`config.mk`:
```
export PLATFORM = sky130hd
export DESIGN_NAME = amc_mode_control
export DESIGN_NICKNAME = d
export VERILOG_FILES = /design/src/rtl/amc_pkg.sv /design/src/rtl/amc_mode_control.sv
export SDC_FILE = /design/constraint.sdc
export NUM_CORES = 1
export LEC_CHECK = 0
export ABC_CLOCK_PERIOD_IN_PS = 14300
export BUFFER_PORTS_ARGS = -buffer_cell sky130_fd_sc_hd__buf_2
export CAP_MARGIN = 15
export CORE_ASPECT_RATIO = 1.1
export CORE_UTILIZATION = 66
export CTS_BUF_LIST = sky130_fd_sc_hd__clkbuf_16
export DETAILED_ROUTE_END_ITERATION = 10
export GPL_TIMING_DRIVEN = 0
export PLACE_DENSITY = 0.85
export REMOVE_ABC_BUFFERS = 1
export SYNTH_ARGS = -nofsm -noshare
export SYNTH_HDL_FRONTEND = slang
export SYNTH_SLANG_ARGS = --single-unit
```
`constraint.sdc`:
```
create_clock -name i_ref_clk -period 14.3 [get_ports i_ref_clk]
set_input_delay 2.86 -clock i_ref_clk [delete_from_list [all_inputs] [get_ports i_ref_clk]]
set_output_delay 2.86 -clock i_ref_clk [all_outputs]
set_load 0.005 [all_outputs]
```
`src/rtl/amc_pkg.sv`:
```
// Constants and types of the mode control block
package amc_pkg;

    // Clock and timing
    localparam int AMC_CLK_HZ = 25_000_000;
    localparam int AMC_SETTLE_US = 2000;
    localparam int AMC_SETTLE_CYC =
        (AMC_SETTLE_US * (AMC_CLK_HZ / 1_000_000));
    localparam int AMC_TEMP_HZ = 100;
    localparam int AMC_TEMP_CYC = AMC_CLK_HZ / AMC_TEMP_HZ;

    // Register addresses (7-bit)
    localparam logic [6:0] AMC_ADDR_OPERATING_MODE_FIELD = 7'h26;
    localparam logic [6:0] AMC_ADDR_DIG_EN = 7'h27;
    localparam logic [6:0] AMC_ADDR_STATUS = 7'h28;
    localparam logic [6:0] AMC_ADDR_FIFO_CNT = 7'h29;
    localparam logic [6:0] AMC_ADDR_X_H = 7'h30;
    localparam logic [6:0] AMC_ADDR_X_L = 7'h31;
    localparam logic [6:0] AMC_ADDR_Y_H = 7'h32;
    localparam logic [6:0] AMC_ADDR_Y_L = 7'h33;
    localparam logic [6:0] AMC_ADDR_Z_H = 7'h34;
    localparam logic [6:0] AMC_ADDR_Z_L = 7'h35;
    localparam logic [6:0] AMC_ADDR_T_H = 7'h36;
    localparam logic [6:0] AMC_ADDR_T_L = 7'h37;
    localparam logic [6:0] AMC_ADDR_FIFO_H = 7'h3A;
    localparam logic [6:0] AMC_ADDR_FIFO_L = 7'h3B;

    // Field positions
    localparam int AMC_MODE_LSB = 0;
    localparam int AMC_RANGE_LSB = 4;
    localparam int AMC_TEMP_EN_BIT = 0;
    localparam int AMC_TEMP_FIFO_BIT = 1;
    localparam int AMC_ST_SETTLED_BIT = 0;
    localparam int AMC_ST_DSM_BIT = 1;
    localparam int AMC_ST_SAR_BIT = 2;
    localparam int AMC_ST_FULL_BIT = 3;
    localparam int AMC_ST_EMPTY_BIT = 4;

    // Reset values
    localparam logic [3:0] AMC_MODE_RST = 4'h0;
    localparam logic [1:0] AMC_RANGE_RST = 2'h0;
    localparam logic [1:0] AMC_DIG_EN_RST = 2'h0;

    // Operating mode codes; 7 to 15 are the nine concurrent pairs
    localparam logic [3:0] AMC_MODE_STANDBY = 4'h0;
    localparam logic [3:0] AMC_MODE_CONC_BASE = 4'h7;
    localparam logic [1:0] AMC_PATH_OFF = 2'h0;

    // Range codes; code 3 is reserved
    localparam logic [1:0] AMC_RANGE_15G = 2'h0;
    localparam logic [1:0] AMC_RANGE_30G = 2'h1;
    localparam logic [1:0] AMC_RANGE_60G = 2'h2;

    // Output buffer shape
    localparam int AMC_FIFO_WIDTH = 16;
    localparam int AMC_FIFO_DEPTH = 16;

    typedef enum logic [0:0] {
        AMC_CAP_IDLE = 1'b0,
        AMC_CAP_PUSH = 1'b1
    } amc_cap_t;

endpackage : amc_pkg

```
`src/rtl/amc_mode_control.sv`:
```
// Accelerometer mode control: SPI registers, modes, capture and FIFO
`timescale 1ns/1ns
//////////////////////////////////////////////////////////////////////////////
module amc_fifo #(
    parameter int WIDTH = 16,
    parameter int DEPTH = 16
) (
    input wire logic i_ref_clk,
    input wire logic i_sys_rst,
    input wire logic i_in_valid,
    output logic o_in_ready,
    input wire logic [WIDTH-1:0] i_in_data,
    output logic o_out_valid,
    input wire logic i_out_ready,
    output logic [WIDTH-1:0] o_out_data,
    output logic [$clog2(DEPTH):0] o_count
);
    localparam int AW = $clog2(DEPTH);

    logic [WIDTH-1:0] mem [DEPTH];
    logic [AW-1:0] wr_ptr;
    logic [AW-1:0] rd_ptr;
    logic [AW:0] count;
    logic do_wr;
    logic do_rd;

    generate
        if (DEPTH < 2 || (1 << AW) != DEPTH) begin : g_bad_depth
            $error("FIFO depth must be a power of two, at least 2");
        end
    endgenerate

    // Handshake terms
    assign o_in_ready = (count != DEPTH[AW:0]);
    assign o_out_valid = (count != '0);
    assign do_wr = i_in_valid & o_in_ready;
    assign do_rd = o_out_valid & i_out_ready;
    assign o_out_data = mem[rd_ptr];
    assign o_count = count;

    // Storage
    always_ff @(posedge i_ref_clk) begin
        if (do_wr) begin
            mem[wr_ptr] <= i_in_data;
        end
    end

    // Pointers and fill level
    always_ff @(posedge i_ref_clk or posedge i_sys_rst) begin
        if (i_sys_rst) begin
            wr_ptr <= '0;
            rd_ptr <= '0;
            count <= '0;
        end else begin
            if (do_wr) begin
                wr_ptr <= wr_ptr + 1'b1;
            end
            if (do_rd) begin
                rd_ptr <= rd_ptr + 1'b1;
            end
            if (do_wr && !do_rd) begin
                count <= count + 1'b1;
            end else if (do_rd && !do_wr) begin
                count <= count - 1'b1;
            end
        end
    end
endmodule : amc_fifo

//////////////////////////////////////////////////////////////////////////////
// Operation
// - After reset the block sits in standby with both paths switched off.
// - Standby stops capture, leaves the FIFO untouched and adds no events.
// - Standby plus three sigma-delta and three SAR modes are offered.
// - Concurrent codes run one sigma-delta and one SAR mode together.
// - The mode is taken from the operating-mode register at 0x26.
// - Ranges of 15, 30 or 60 g are selectable and drive the converters.
// - A 12-bit temperature reading exists and can be stored in the FIFO.
// - Temperature output updates with each accel sample unless disabled.
// - Temperature samples at 100 Hz and repeats the last value between.
// - Codes rise with positive acceleration; sign and order are kept.
// - Configuration and readout travel over the SPI port.
module amc_mode_control
    import amc_pkg::*;
#(
    parameter int SETTLE_CYC = AMC_SETTLE_CYC,
    parameter int TEMP_CYC = AMC_TEMP_CYC,
    parameter int FIFO_DEPTH = AMC_FIFO_DEPTH
) (
    input wire logic i_ref_clk,
    input wire logic i_sys_rst,
    input wire logic i_spi_sclk,
    input wire logic i_spi_cs_n,
    input wire logic i_spi_sdi,
    output logic o_spi_sdo,
    output logic o_spi_sdo_oe_n,
    output logic o_dsm_en,
    output logic [1:0] o_dsm_mode,
    output logic o_sar_en,
    output logic [1:0] o_sar_mode,
    output logic [1:0] o_range,
    input wire logic i_dsm_valid,
    output logic o_dsm_ready,
    input wire logic [15:0] i_dsm_x,
    input wire logic [15:0] i_dsm_y,
    input wire logic [15:0] i_dsm_z,
    input wire logic i_sar_valid,
    output logic o_sar_ready,
    input wire logic [11:0] i_sar_x,
    input wire logic [11:0] i_sar_y,
    input wire logic [11:0] i_sar_z,
    output logic o_temp_start,
    input wire logic i_temp_valid,
    input wire logic [11:0] i_temp_code,
    output logic o_settled
);
    localparam int CW = $clog2(FIFO_DEPTH) + 1;

    generate
        if (SETTLE_CYC < 1 || TEMP_CYC < 1 || SETTLE_CYC >= (1 << 24)
            || TEMP_CYC >= (1 << 24)) begin : g_bad_count
            $error("Timing counts must lie between 1 and 2**24-1");
        end
    endgenerate

    // Pin synchronisers
    logic sck_s1, sck_s2, sck_d, cs_s1, cs_s2, sdi_s1, sdi_s2;
    // SPI state
    logic [7:0] rx_sh;
    logic [7:0] tx_sh;
    logic [4:0] bit_cnt;
    logic [6:0] addr;
    logic rd_flag;
    logic [7:0] rdata;
    logic [7:0] fifo_lo;
    // Registers
    logic [3:0] mode;
    logic [1:0] range_sel;
    logic [1:0] dig_en;
    logic [15:0] data_x, data_y, data_z, data_t;
    logic [11:0] temp_latest;
    // Control
    logic [23:0] settle_cnt;
    logic [23:0] temp_cnt;
    logic [1:0] dsm_sel, sar_sel;
    amc_cap_t cap_state;
    logic [1:0] push_idx;
    logic [15:0] push_data;
    logic push_ready;
    logic fifo_valid;
    logic [15:0] fifo_data;
    logic [CW-1:0] fifo_cnt;
    logic sck_rise, sck_fall, cs_act, rd_load, wr_strobe, pop;
    logic measuring, take_dsm, take_sar, temp_on, last_word;

    //////////////////////////////////////////////////////////////////////////
    // Two-flop synchronisers, then a third stage for edges
    always_ff @(posedge i_ref_clk or posedge i_sys_rst) begin
        if (i_sys_rst) begin
            sck_s1 <= 1'b0;
            sck_s2 <= 1'b0;
            sck_d <= 1'b0;
            cs_s1 <= 1'b1;
            cs_s2 <= 1'b1;
            sdi_s1 <= 1'b0;
            sdi_s2 <= 1'b0;
        end else begin
            sck_s1 <= i_spi_sclk;
            sck_s2 <= sck_s1;
            sck_d <= sck_s2;
            cs_s1 <= i_spi_cs_n;
            cs_s2 <= cs_s1;
            sdi_s1 <= i_spi_sdi;
            sdi_s2 <= sdi_s1;
        end
    end

    // SPI frame decode: byte 0 is {addr, read}, byte 1 is data
    assign cs_act = ~cs_s2;
    assign sck_rise = cs_act & sck_s2 & ~sck_d;
    assign sck_fall = cs_act & ~sck_s2 & sck_d;
    assign rd_load = sck_rise & (bit_cnt == 5'd7) & sdi_s2;
    assign wr_strobe = sck_rise & (bit_cnt == 5'd15) & ~rd_flag;
    assign pop = rd_load & (rx_sh[6:0] == AMC_ADDR_FIFO_H) & fifo_valid;
    assign o_spi_sdo = tx_sh[7];
    assign o_spi_sdo_oe_n = ~(cs_act & rd_flag & (bit_cnt >= 5'd8));

    // Shift registers and bit counter
    always_ff @(posedge i_ref_clk or posedge i_sys_rst) begin
        if (i_sys_rst) begin
            rx_sh <= 8'h00;
            tx_sh <= 8'h00;
            bit_cnt <= 5'd0;
            addr <= 7'h00;
            rd_flag <= 1'b0;
        end else if (!cs_act) begin
            bit_cnt <= 5'd0;
            rd_flag <= 1'b0;
        end else begin
            if (sck_rise) begin
                rx_sh <= {rx_sh[6:0], sdi_s2};
                if (bit_cnt != 5'd16) begin
                    bit_cnt <= bit_cnt + 5'd1;
                end
                if (bit_cnt == 5'd7) begin
                    addr <= rx_sh[6:0];
                    rd_flag <= sdi_s2;
                end
            end
            if (rd_load) begin
                tx_sh <= rdata;
            end else if (sck_fall && bit_cnt >= 5'd9 && bit_cnt <= 5'd15) begin
                tx_sh <= {tx_sh[6:0], 1'b0};
            end
        end
    end

    // Read mux on the first byte as it completes
    always_comb begin
        rdata = 8'h00;
        unique case (rx_sh[6:0])
            AMC_ADDR_OPERATING_MODE_FIELD: rdata = {2'b00, range_sel, mode};
            AMC_ADDR_DIG_EN: rdata = {6'b000000, dig_en};
            AMC_ADDR_STATUS: begin
                rdata[AMC_ST_SETTLED_BIT] = o_settled;
                rdata[AMC_ST_DSM_BIT] = o_dsm_en;
                rdata[AMC_ST_SAR_BIT] = o_sar_en;
                rdata[AMC_ST_FULL_BIT] = ~push_ready;
                rdata[AMC_ST_EMPTY_BIT] = ~fifo_valid;
            end
            AMC_ADDR_FIFO_CNT: rdata = 8'(fifo_cnt);
            AMC_ADDR_X_H: rdata = data_x[15:8];
            AMC_ADDR_X_L: rdata = data_x[7:0];
            AMC_ADDR_Y_H: rdata = data_y[15:8];
            AMC_ADDR_Y_L: rdata = data_y[7:0];
            AMC_ADDR_Z_H: rdata = data_z[15:8];
            AMC_ADDR_Z_L: rdata = data_z[7:0];
            AMC_ADDR_T_H: rdata = data_t[15:8];
            AMC_ADDR_T_L: rdata = data_t[7:0];
            AMC_ADDR_FIFO_H: rdata = fifo_valid ? fifo_data[15:8] : 8'h00;
            AMC_ADDR_FIFO_L: rdata = fifo_lo;
            default: rdata = 8'h00;
        endcase
    end

    // Low byte of a popped word for the next read
    always_ff @(posedge i_ref_clk or posedge i_sys_rst) begin
        if (i_sys_rst) begin
            fifo_lo <= 8'h00;
        end else if (pop) begin
            fifo_lo <= fifo_data[7:0];
        end
    end

    //////////////////////////////////////////////////////////////////////////
    // Writable registers; reset lands in standby
    always_ff @(posedge i_ref_clk or posedge i_sys_rst) begin
        if (i_sys_rst) begin
            mode <= AMC_MODE_RST;
            range_sel <= AMC_RANGE_RST;
            dig_en <= AMC_DIG_EN_RST;
        end else if (wr_strobe) begin
            if (addr == AMC_ADDR_OPERATING_MODE_FIELD) begin
                mode <= {rx_sh[AMC_MODE_LSB +: 3], sdi_s2};
                if (rx_sh[AMC_RANGE_LSB-1 +: 2] != 2'h3) begin
                    range_sel <= rx_sh[AMC_RANGE_LSB-1 +: 2];
                end
            end
            if (addr == AMC_ADDR_DIG_EN) begin
                dig_en <= {rx_sh[0], sdi_s2};
            end
        end
    end

    // Mode code to path selections
    always_comb begin
        dsm_sel = AMC_PATH_OFF;
        sar_sel = AMC_PATH_OFF;
        if (mode == AMC_MODE_STANDBY) begin
            dsm_sel = AMC_PATH_OFF;
        end else if (mode <= 4'h3) begin
            dsm_sel = mode[1:0];
        end else if (mode <= 4'h6) begin
            sar_sel = 2'(mode - 4'h3);
        end else begin
            dsm_sel = 2'((mode - AMC_MODE_CONC_BASE) / 4'h3 + 4'h1);
            sar_sel = 2'((mode - AMC_MODE_CONC_BASE) % 4'h3 + 4'h1);
        end
    end

    assign o_dsm_en = (dsm_sel != AMC_PATH_OFF);
    assign o_sar_en = (sar_sel != AMC_PATH_OFF);
    assign o_dsm_mode = dsm_sel;
    assign o_sar_mode = sar_sel;
    assign o_range = range_sel;
    assign measuring = o_dsm_en | o_sar_en;
    assign temp_on = measuring & dig_en[AMC_TEMP_EN_BIT];

    // Settling countdown after a mode write
    always_ff @(posedge i_ref_clk or posedge i_sys_rst) begin
        if (i_sys_rst) begin
            settle_cnt <= 24'd0;
            o_settled <= 1'b0;
        end else if (!measuring) begin
            settle_cnt <= 24'(SETTLE_CYC - 1);
            o_settled <= 1'b0;
        end else if (wr_strobe && addr == AMC_ADDR_OPERATING_MODE_FIELD) begin
            settle_cnt <= 24'(SETTLE_CYC - 1);
            o_settled <= 1'b0;
        end else if (settle_cnt != 24'd0) begin
            settle_cnt <= settle_cnt - 24'd1;
        end else begin
            o_settled <= 1'b1;
        end
    end

    //////////////////////////////////////////////////////////////////////////
    // Temperature pacing and latest value
    always_ff @(posedge i_ref_clk or posedge i_sys_rst) begin
        if (i_sys_rst) begin
            temp_cnt <= 24'd0;
            o_temp_start <= 1'b0;
            temp_latest <= 12'h000;
        end else begin
            o_temp_start <= temp_on && temp_cnt == 24'd0;
            if (!temp_on) begin
                temp_cnt <= 24'd0;
            end else if (temp_cnt == 24'(TEMP_CYC - 1)) begin
                temp_cnt <= 24'd0;
            end else begin
                temp_cnt <= temp_cnt + 24'd1;
            end
            if (i_temp_valid) begin
                temp_latest <= i_temp_code;
            end
        end
    end

    // Sample acceptance; none in standby
    assign o_dsm_ready = measuring & (cap_state == AMC_CAP_IDLE);
    assign o_sar_ready = o_dsm_ready & ~(i_dsm_valid & o_dsm_en);
    assign take_dsm = i_dsm_valid & o_dsm_ready & o_dsm_en;
    assign take_sar = i_sar_valid & o_sar_ready & o_sar_en;

    // Output registers; held through standby
    always_ff @(posedge i_ref_clk or posedge i_sys_rst) begin
        if (i_sys_rst) begin
            data_x <= 16'h0000;
            data_y <= 16'h0000;
            data_z <= 16'h0000;
            data_t <= 16'h0000;
        end else if (take_dsm || take_sar) begin
            if (take_dsm) begin
                data_x <= i_dsm_x;
                data_y <= i_dsm_y;
                data_z <= i_dsm_z;
            end else begin
                data_x <= {i_sar_x, 4'h0};
                data_y <= {i_sar_y, 4'h0};
                data_z <= {i_sar_z, 4'h0};
            end
            if (dig_en[AMC_TEMP_EN_BIT]) begin
                data_t <= {4'h0, temp_latest};
            end
        end
    end

    // Push x, y, z, then temperature when routed to the FIFO
    assign last_word = (push_idx == 2'd3) || (push_idx == 2'd2 &&
        !(dig_en[AMC_TEMP_FIFO_BIT] && dig_en[AMC_TEMP_EN_BIT]));
    always_comb begin
        unique case (push_idx)
            2'd0: push_data = data_x;
            2'd1: push_data = data_y;
            2'd2: push_data = data_z;
            2'd3: push_data = data_t;
        endcase
    end

    always_ff @(posedge i_ref_clk or posedge i_sys_rst) begin
        if (i_sys_rst) begin
            cap_state <= AMC_CAP_IDLE;
            push_idx <= 2'd0;
        end else begin
            unique case (cap_state)
                AMC_CAP_IDLE: begin
                    if (take_dsm || take_sar) begin
                        cap_state <= AMC_CAP_PUSH;
                        push_idx <= 2'd0;
                    end
                end
                AMC_CAP_PUSH: begin
                    if (push_ready) begin
                        if (last_word) begin
                            cap_state <= AMC_CAP_IDLE;
                        end else begin
                            push_idx <= push_idx + 2'd1;
                        end
                    end
                end
            endcase
        end
    end

    // Output FIFO; full stalls the sequencer and converters
    amc_fifo #(
        .WIDTH(AMC_FIFO_WIDTH),
        .DEPTH(FIFO_DEPTH)
    ) u_fifo (
        .i_ref_clk(i_ref_clk),
        .i_sys_rst(i_sys_rst),
        .i_in_valid(cap_state == AMC_CAP_PUSH),
        .o_in_ready(push_ready),
        .i_in_data(push_data),
        .o_out_valid(fifo_valid),
        .i_out_ready(pop),
        .o_out_data(fifo_data),
        .o_count(fifo_cnt)
    );
endmodule : amc_mode_control

```
# ---- After elaboration in Yosys (flattened, before gate mapping)
# Memory sizes are Yosys's and may differ from the RTL's.
# Cells that the tools add are included.
dict set report totals {
  elab_cells 188
  regBits 189
  out_inout_bits 14
  ramBits 256
  latch_bits 0
  mem_bits_ro 0
  inputBits 104
  mem_count 1
}
# name words width read_ports rd_clocked_by_memory_dff write_ports line_no
set memory_table {}
lappend memory_table {u_fifo.mem 16 16 1 0 1 amc_mode_control.sv:20} ;# logic [WIDTH-1:0] mem [DEPTH];
dict set report op_classes {
  n_addsub 12
  multipliers 0
  bitwise 32
  magnitude_cmp 5
  mux 41
  n_div 2
  n_shift 0
  n_eq_ne 30
  n_reduce_logical 35
}
# op n
set ops {}
lappend ops {{$mux W24} 5}
lappend ops {{$eq A7 B6 Y1 const B} 16}
lappend ops {{$pmux W5 S14} 1}
lappend ops {{$pmux W16 S4} 1}
lappend ops {{$mux W16} 3}
lappend ops {{$pmux W3 S10} 1}
lappend ops {{$mux W5} 5}
lappend ops {{$add A24 B1 Y24 const B} 1}
lappend ops {{$eq A24 B18 Y1 const B} 1}
lappend ops {{$logic_not A24 Y1} 1}
lappend ops {{$mux W8} 3}
lappend ops {{$reduce_bool A24 Y1} 1}
lappend ops {{$sub A24 B1 Y24 const B} 1}
lappend ops {{$and A1 B1 Y1} 22}
lappend ops {{$mux W2} 9}
lappend ops {{$reduce_and A2 Y1} 7}
lappend ops {{$reduce_bool A2 Y1} 7}
lappend ops {{$mux W1} 11}
lappend ops {{$add A5 B1 Y5 const B} 2}
lappend ops {{$ge A5 B4 Y1 const B} 2}
lappend ops {{$ne A5 B5 Y1 const B} 2}
lappend ops {{$not A1 Y1} 9}
lappend ops {{$reduce_and A3 Y1} 3}
lappend ops {{$add A4 B1 Y4 const B} 2}
lappend ops {{other kinds (26)} 41}

# ---- Logic depth before layout (Yosys ltp)
# Gate-level depths: netlist of run 1.
dict set report logic_depth {
  depth_word 15
  ltp_mapped 21
  mapped_depth_nobuf 17
}

# ---- Modules after synthesis
# A second synthesis of run 1 with hierarchy kept.
dict set report hier_totals {
  hier_cells 1583
  area_unflattened_um2 20704.9
}
# module cells_each instances seq_area_each_um2 area_each_um2
set modules_own_cells {}
lappend modules_own_cells {amc_fifo 549 1 8012.7 10869.2}
lappend modules_own_cells {amc_mode_control 1034 1 4406.7 9835.7}

# ---- Worst setup path after synthesis of run 1
# OpenSTA, ideal clock, no wires.
dict set report synth_timing {
  kind {register to output}
  from {register mode[1]}
  to {output o_sar_en}
  setup_slack_ps 7879
  t_required_ps 11440
  n_path_buf 4
  arrival_time_ps 3561
  path_stages_with_launch 19
  path_cell_list {dfrtp_1 buf_2 inv_1 ha_1 ha_1 inv_1 ha_1 and2_1 buf_2 nand2_1 xnor2_1 ha_1 or3b_1 or3_4 a221oi_4 or2_1 buf_6 buf_2 nor2_1}
}
dict set report synth_between {
  elab_chain_len 7
  word_cells_on_any_way 11
  classes_between {3 x add/sub; 1 x div; 2 x order compare; 3 x mux; 2 x reduce/logical}
}
# element line_no
set synth_lines {}
lappend synth_lines {{start, declared} amc_mode_control.sv:137} ;# logic [3:0] mode;
lappend synth_lines {{start signal, assigned} amc_mode_control.sv:264} ;# mode <= {rx_sh[AMC_MODE_LSB +: 3], sdi_s2};
lappend synth_lines {{$sub A4 B3 Y4} amc_mode_control.sv:287} ;# sar_sel = 2'((mode - AMC_MODE_CONC_BASE) % 4'h3 + 4'h1);
lappend synth_lines {{$mod A4 B2 Y4} amc_mode_control.sv:287}
lappend synth_lines {{$add A2 B1 Y2} amc_mode_control.sv:287}
lappend synth_lines {{$mux W2} amc_mode_control.sv:283} ;# end else if (mode <= 4'h6) begin
lappend synth_lines {{$mux W2} amc_mode_control.sv:281} ;# end else if (mode <= 4'h3) begin
lappend synth_lines {{$mux W2 (*)} amc_mode_control.sv:279} ;# if (mode == AMC_MODE_STANDBY) begin
lappend synth_lines {{$reduce_bool A2 Y1 (*)} amc_mode_control.sv:292} ;# assign o_sar_en = (sar_sel != AMC_PATH_OFF);
lappend synth_lines {{end, declared} amc_mode_control.sv:99} ;# output logic o_sar_en,
# Every way passes the cells marked *; elsewhere a longest branch is shown, timed or not.

# ---- Worst setup path after layout of run 1
dict set report layout_timing {
  from {register mode[0]}
  to {output o_sar_ready}
}
dict set report layout_between {
  elab_chain_len 10
  word_cells_on_any_way 22
  classes_between {4 x add/sub; 2 x div; 2 x order compare; 6 x mux; 5 x bitwise; 3 x reduce/logical}
}
# element line_no
set layout_lines {}
lappend layout_lines {{$sub A4 B3 Y4} {amc_mode_control.sv:286, amc_mode_control.sv:287}}
lappend layout_lines {{$div A4 B2 Y4 / $mod A4 B2 Y4 (equally long branches)} {amc_mode_control.sv:286, amc_mode_control.sv:287}}
lappend layout_lines {{$add A2 B1 Y2 (on tied branches)} {amc_mode_control.sv:286, amc_mode_control.sv:287}}
lappend layout_lines {{$mux W2} amc_mode_control.sv:283}
lappend layout_lines {{$mux W2} amc_mode_control.sv:281}
lappend layout_lines {{$mux W2} amc_mode_control.sv:279}
lappend layout_lines {{$reduce_bool A2 Y1 (on tied branches)} {amc_mode_control.sv:291, amc_mode_control.sv:292}}
lappend layout_lines {{$or A1 B1 Y1 / $and A1 B1 Y1 (equally long branches)} {amc_mode_control.sv:296, amc_mode_control.sv:341}}
lappend layout_lines {{$and A1 B1 Y1 / $not A1 Y1 (equally long branches)} {amc_mode_control.sv:340, amc_mode_control.sv:341}}
lappend layout_lines {{$and A1 B1 Y1 (*)} amc_mode_control.sv:341} ;# assign o_sar_ready = o_dsm_ready & ~(i_dsm_valid & o_dsm_en);
lappend layout_lines {{end, declared} amc_mode_control.sv:108} ;# output logic o_sar_ready,
# Marked as above.

==> summary.txt, run 1 <==
Status
  • Outcome: completed

Floorplan
  • Die Span Y: 186 µm
  • Number of placed I/O pins: 118
  • Die extent in x: 169 µm
  • Die ar.: 0.0315 mm²
  • Core outline area: 0.0303 mm²
  • Starting Density: 66.9%
  • Rows: 67

CTS
  • Worst-Skew Late Latency: 550 ps
  • CTS tree: built
  • Clock root cell: clkbuf_16
  • Postcts setup bufs: 0
  • Clock transition at path regs: 60 ps
  • Hold_buf cts: 0
  • H-tree depth reported by CTS: 2
  • # clock sinks: 445
  • Post-CTS sizing: 0
  • Clock Path Buffers: 3
  • Num CTS Buffers: 45

Placement
  • Routability Congestion: 0.901
  • Post-Place Worst Slack: 6870 ps
  • Port Buf Inserts: 117
  • Placed wire-length estimate: 33.5 mm

STA
  • Slew margin rel.: 10.7%
  • Worst-margin pin slew: 1320 ps
  • Worst hold slack: 359 ps
  • RSZ-0062 raised after global routing: no
  • Pins over their slew limit: 0
  • Final Worst Setup Slack: 6230 ps
  • Final Setup Violations: 0
  • Final worst path period share: 56.5%
  • F_max: 124 MHz
  • Fin crit period: 8070 ps
  • Final setup TNS: 0 ps
  • Final Skew: 18.0 ps
  • Final hold violations: 0

Synth
  • Post-synth EDFFs: 256
  • Mapped Cells: 1479
  • Yosys reg bits: 445
  • Seq/Total Area, Yosys: 61.2%
  • Mapped cell area: 0.0203 mm²
  • Warnings from Yosys: 0
  • Yosys cell types: 87
  • Syn_area_per_cell: 13.7 µm²
  • Asr flop ratio synth: 42.5%
  • Top_reg_cell synth: edfxtp_1

Setup path
  • Setup Crit Path Kind: flop to output pin
  • Crit. End Element: output pin
  • Flop2flop setup slack: 8890 ps
  • Worst Setup EP: o_sar_ready
  • Worst r2r src: mode[0]
  • Worst endpoint required time: 11440 ps
  • Worst r2r path cells: 15
  • Worst setup SP type: flop
  • Crit-path max FO: 16
  • Crit. Startpoint: mode[0]
  • FF-to-FF End: data_t[11]
  • Crit path DAT: 5210 ps

Global routing
  • Number of global-route vias before repair: 14100
  • Global-route usage over all layers: 35.4%
  • Congestion Overflow GR: 0
  • Antenna violations before repair: 2
  • First-pass GRT wire length: 82.5 mm
  • Largest net degree at the start of global routing: 105

Power
  • Leak: 8.04 nW
  • Maximum vdd drop: 141 µV
  • Pwr/cell area: 117 mW/mm²

Cells and area
  • Nets@finish: 1727
  • Fraction of layout cells with a size suffix above 1: 24.8%
  • Area delta synth->final: 15.1%

Routing
  • WL per Instance: 26.9 µm
  • Pre-antenna DRT Iters: 8
  • Total Wirelength: 55.1 mm
  • Via count: 14400
  • DR vias/cell: 7.05
  • Post-route ant nets: 0
  • DRC viols: 0
  • Initial drt markers: 2191

Run
  • Number of max-cap violations: 0

Worst hold path
  • Worst hold path class: flop to flop
==> cells in the mapped netlist, types with 28 or more instances <==
library cell / n / area, µm²
nand4_1: 48 / 300
edfxtp_1: 256 / 7690
o311ai_1: 30 / 263
a21oi_1: 28 / 140
o21ai_0: 33 / 165
inv_1: 40 / 150
nor2_1: 92 / 345
clkbuf_1: 47 / 176
mux4_2: 80 / 1800
nand2_1: 128 / 480
mux2_2: 40 / 450
xor2_1: 33 / 289
xnor2_1: 28 / 245
nand3_1: 65 / 325
dfrtp_1: 187 / 4680
==> where the power goes <==
group          internal [mW]  switching, mW  leakage (nW)  total [mW]
combinational         0.0424         0.0582          2.97       0.101
sequential              1.36         0.0262          4.27        1.39
clock                  0.731          0.512         0.795        1.24
==> worst max-delay path, cell delays in order (launching register included) <==
cell      delay (ps)
dfrtp_1          720
inv_1            240
ha_1             470
ha_1             250
inv_1             60
ha_1             120
and2_1           290
nand2_1          170
xnor2_1          150
ha_1             220
or3b_1           470
or3_4            380
a221oi_4         320
nor2_1           240
nor2_1           350
a211oi_1          80
buf_2            140
==> cell type report <==
type	instances	area [µm²]
Fill cell	1664	6970
Antenna cell	2	5.00
Multi-Input combinational cell	900	7410
Timing Repair Buffer	162	1280
Clock buffer	47	1180
Tap cell	414	518
Clock inverter	37	400
Sequential cell	445	12400
Inverter	41	161
==> routing by layer <==
layer | wire length, µm | up-vias | GRT usage, %
li1 | - | 5923 | -
met1 | 19300 | 7134 | 44.9
met2 | 27200 | 1096 | 58.7
met3 | 5710 | 284 | 7.76
met4 | 2950 | 2 | 16.5
met5 | 12 | - | 1.29
==> cells in the final DEF, fill, tap and decap left out, drive strengths merged, types with 16 or more instances in the layout <==
cell type  Yosys  routed
a21oi         29      29
xnor2         28      28
o21ai         43      43
clkinv         1      16
mux2          50      50
xor2          34      34
ha            27      27
o311ai        38      38
nor3          21      21
nor2          92      92
a22oi         16      16
mux2i         25      25
dfrtp        187     187
nand4         48      48
nand2        128     128
clkbuf        48      47
nand3         65      65
inv           40      51
mux4          80      80
buf           45     162
edfxtp       256     256
==> stage by stage <==
stage          instance area, µm²  instances  power, mW  util [%]
3_5_place_dp                21700       1953       1.50      71.5
6_report                    23400       2048       2.73      77.0
4_1_cts                     23300       2037       2.73      76.7
3_3_place_gp                21000       1917       1.50      69.2
2_1_floorplan               19900       1386       1.46         -
5_1_grt                     23400       2047       2.79      77.0
==> how the worst min path moves through the flow <==
stage / endpoint / cells after the start / slack [ps] / startpoint
3_5_place_dp: sdi_s2 / 0 / 340 / sdi_s1
6_report: sdi_s2 / 0 / 360 / sdi_s1
4_1_cts: sdi_s2 / 0 / 360 / sdi_s1
5_1_grt: sdi_s2 / 0 / 360 / sdi_s1
2_1_floorplan: sck_s2 / 0 / 330 / sck_s1
3_3_place_gp: sck_s2 / 0 / 340 / sck_s1
==> cell families (layout without fill, tap and decap cells) <==
logic type,Yosys count,count (layout),share of synthesized area [%]
AOI/OAI and AO/OA,207,207,7.55
xor gates and xnor gates,62,62,2.71
adders and majority gates,28,28,1.76
buffers and inverters,134,287,2.82
DFF,445,445,61.2
muxes,155,155,12.9
other,0,2,0
and+or+nand+nor,448,448,11.1
==> flip-flops by register name, summed over array words and instances, names as in the netlist, 2 cells and up <==
name	count
addr	7
bit_cnt	5
data_t	12
data_x	16
data_y	16
data_z	16
dig_en	2
fifo_lo	8
mode	4
o_range	2
push_idx	2
rx_sh	7
settle_cnt	24
temp_cnt	24
temp_latest	12
tx_sh	8
u_fifo.mem	256
u_fifo.o_count	5
u_fifo.rd_ptr	4
u_fifo.wr_ptr	4
Power figures use the tool's default switching activity.
==> run 2: changes to the inputs <==
Settings changed: ABC_CLOCK_PERIOD_IN_PS 14300 to 8300, CORE_UTILIZATION 66 to 61, PLACE_DENSITY 0.85 to 0.8.
Clock period 14.3 ns to 8.3 ns, I/O delays scaled along.
==> run 2 against run 1 <==
Final cell count is 0.73% higher. Non-clock buffer count grew 5. Via count down 4.8%. Global-route usage is 5.3 points lower. Final area is 0.15% higher. Register-to-register slack lost 5900 ps. Core utilization decreased by 5.1 points. Flip-flop and latch count did not move. Critical path type unchanged. Critical endpoint unchanged. Largest power group unchanged.
==> summary.txt, run 2 (same netlist as run 1, synthesis figures left out) <==
Cells and area
  • Post-route core utilization: 71.9%
  • Nets@finish: 1732
  • Fillers: 1986
  • Biggest register: u_fifo.mem
  • Max FFs per register: 256
  • Area delta synth->final: 15.3%
  • Post-route cell area: 0.0234 mm²
  • Commonest non-fill, non-tap cell in the layout: edfxtp_1
  • Fraction of layout cells with a size suffix above 1: 24.6%
  • Diode count: 0
  • Non-Filler Instances: 2063
  • Biggest regs: u_fifo.mem: 256 flops, settle_cnt: 24 flops, temp_cnt: 24 flops
  • Commonest cells after routing, fill and taps aside: edfxtp_1 (256), dfrtp_1 (185), nand2_1 (128)

Floorplan
  • Starting Density: 62.4%
  • Die ar.: 0.0340 mm²
  • Core outline area: 0.0325 mm²
  • Rows: 69
  • Die extent in x: 176 µm
  • Die Span Y: 193 µm
  • Number of placed I/O pins: 118

STA
  • Final Skew: 19.5 ps
  • Worst-margin pin slew: 1270 ps
  • Final worst path period share: 82.2%
  • Pins over their slew limit: 0
  • F_max: 147 MHz
  • RSZ-0062 raised after global routing: no
  • Slew margin rel.: 15.1%
  • Worst hold slack: 354 ps
  • Final hold violations: 0
  • Final setup TNS: 0 ps
  • Fin crit period: 6820 ps
  • Final Setup Violations: 0
  • Final Worst Setup Slack: 1480 ps

Routing
  • DRC viols: 0
  • Post-route ant nets: 0
  • Via count: 13700
  • Total Wirelength: 50.7 mm
  • WL per Instance: 24.6 µm
  • Pre-antenna DRT Iters: 10
  • DR vias/cell: 6.66
  • Initial drt markers: 1616

Global routing
  • Global-route usage over all layers: 30.2%
  • Largest net degree at the start of global routing: 97
  • Number of global-route vias before repair: 14000
  • First-pass GRT wire length: 78.1 mm
  • Antenna violations before repair: 0
  • Congestion Overflow GR: 0

CTS
  • Postcts setup bufs: 0
  • Clock transition at path regs: 70 ps
  • Post-CTS sizing: 0
  • # clock sinks: 445
  • H-tree depth reported by CTS: 2
  • Clock root cell: clkbuf_16
  • CTS tree: built
  • Num CTS Buffers: 45
  • Clock Path Buffers: 3
  • Worst-Skew Late Latency: 580 ps
  • Hold_buf cts: 0

Placement
  • Dpl cell area: 0.0218 mm²
  • Placed wire-length estimate: 32.5 mm
  • Port Buf Inserts: 117
  • Routability Congestion: 0.896
  • Dpl cells: 1971
  • Post-Place Worst Slack: 2190 ps

Power
  • Maximum vdd drop: 178 µV
  • Total power: 4.66 mW
  • Leak: 8.08 nW
  • Pwr/cell area: 199 mW/mm²

Setup path
  • Worst endpoint required time: 6640 ps
  • Crit. End Element: output pin
  • Crit path DAT: 5160 ps
  • Crit-path max FO: 16
  • Worst setup SP type: flop
  • Setup Crit Path Kind: flop to output pin

Run
  • Number of max-cap violations: 0

Status
  • Outcome: completed

Worst hold path
  • Worst hold path class: flop to flop
## run 2: cell count changes in the layout (fill, tap and decap cells not counted), moves of 3 or more
cell        delta
clkinv_2       +4
inv_1          +5
buf_6          +7
buf_8          -4
clkinvlp_4     -3
clkinv_4       -3
## run 2: worst max-delay path: stages (launching register included)
cell	delay (ps)
dfrtp_1	700
inv_1	220
ha_1	470
ha_1	250
inv_1	50
ha_1	130
and2_1	300
nand2_1	160
xnor2_1	150
ha_1	210
or3b_1	440
or3_4	370
a221oi_4	340
nor2_1	260
nor2_1	300
a211oi_1	80
buf_2	150
## run 2: final cells by class
type                    count  area [µm²]  share of cell area, %
clock inverters            39         412                   1.76
clock buffers              45        1130                   4.81
flip-flops and latches    445       12400                   53.1
repair buffers            167        1360                   5.79
multi-input cells         900        7400                   31.6
inverters                  41         161                  0.689
well taps                 426         533                   2.28
## run 2: path summary, 6_finish.rpt
kind | from | to | slack, ps | cells after the start
setup / recovery | mode[0] | o_sar_ready | 1480 | 16
hold / removal | sdi_s1 | sdi_s2 | 350 | 0
setup reg to reg | mode[0] | data_y[1] | 2970 | 16
hold reg to reg | sdi_s1 | sdi_s2 | 350 | 0
max in group asynchronous | i_sys_rst | u_fifo.rd_ptr[1] | 6680 | 3
min in group asynchronous | i_sys_rst | sck_s2 | 1200 | 3
## run 2: power by group
part / leakage [nW] / switching (mW) / total (mW) / internal (mW)
sequential: 4.27 / 0.0537 / 2.40 / 2.35
combinational: 3.00 / 0.0864 / 0.156 / 0.0698
clock: 0.807 / 0.882 / 2.10 / 1.22
## run 2: layer usage
layer,vias up,global-route usage (%),part of all wire [%]
li1,5916,-,-
met1,6954,39.4,37
met2,744,50.2,51
met3,131,5.52,8.5
met4,0,11.7,3.6
met5,-,0,0
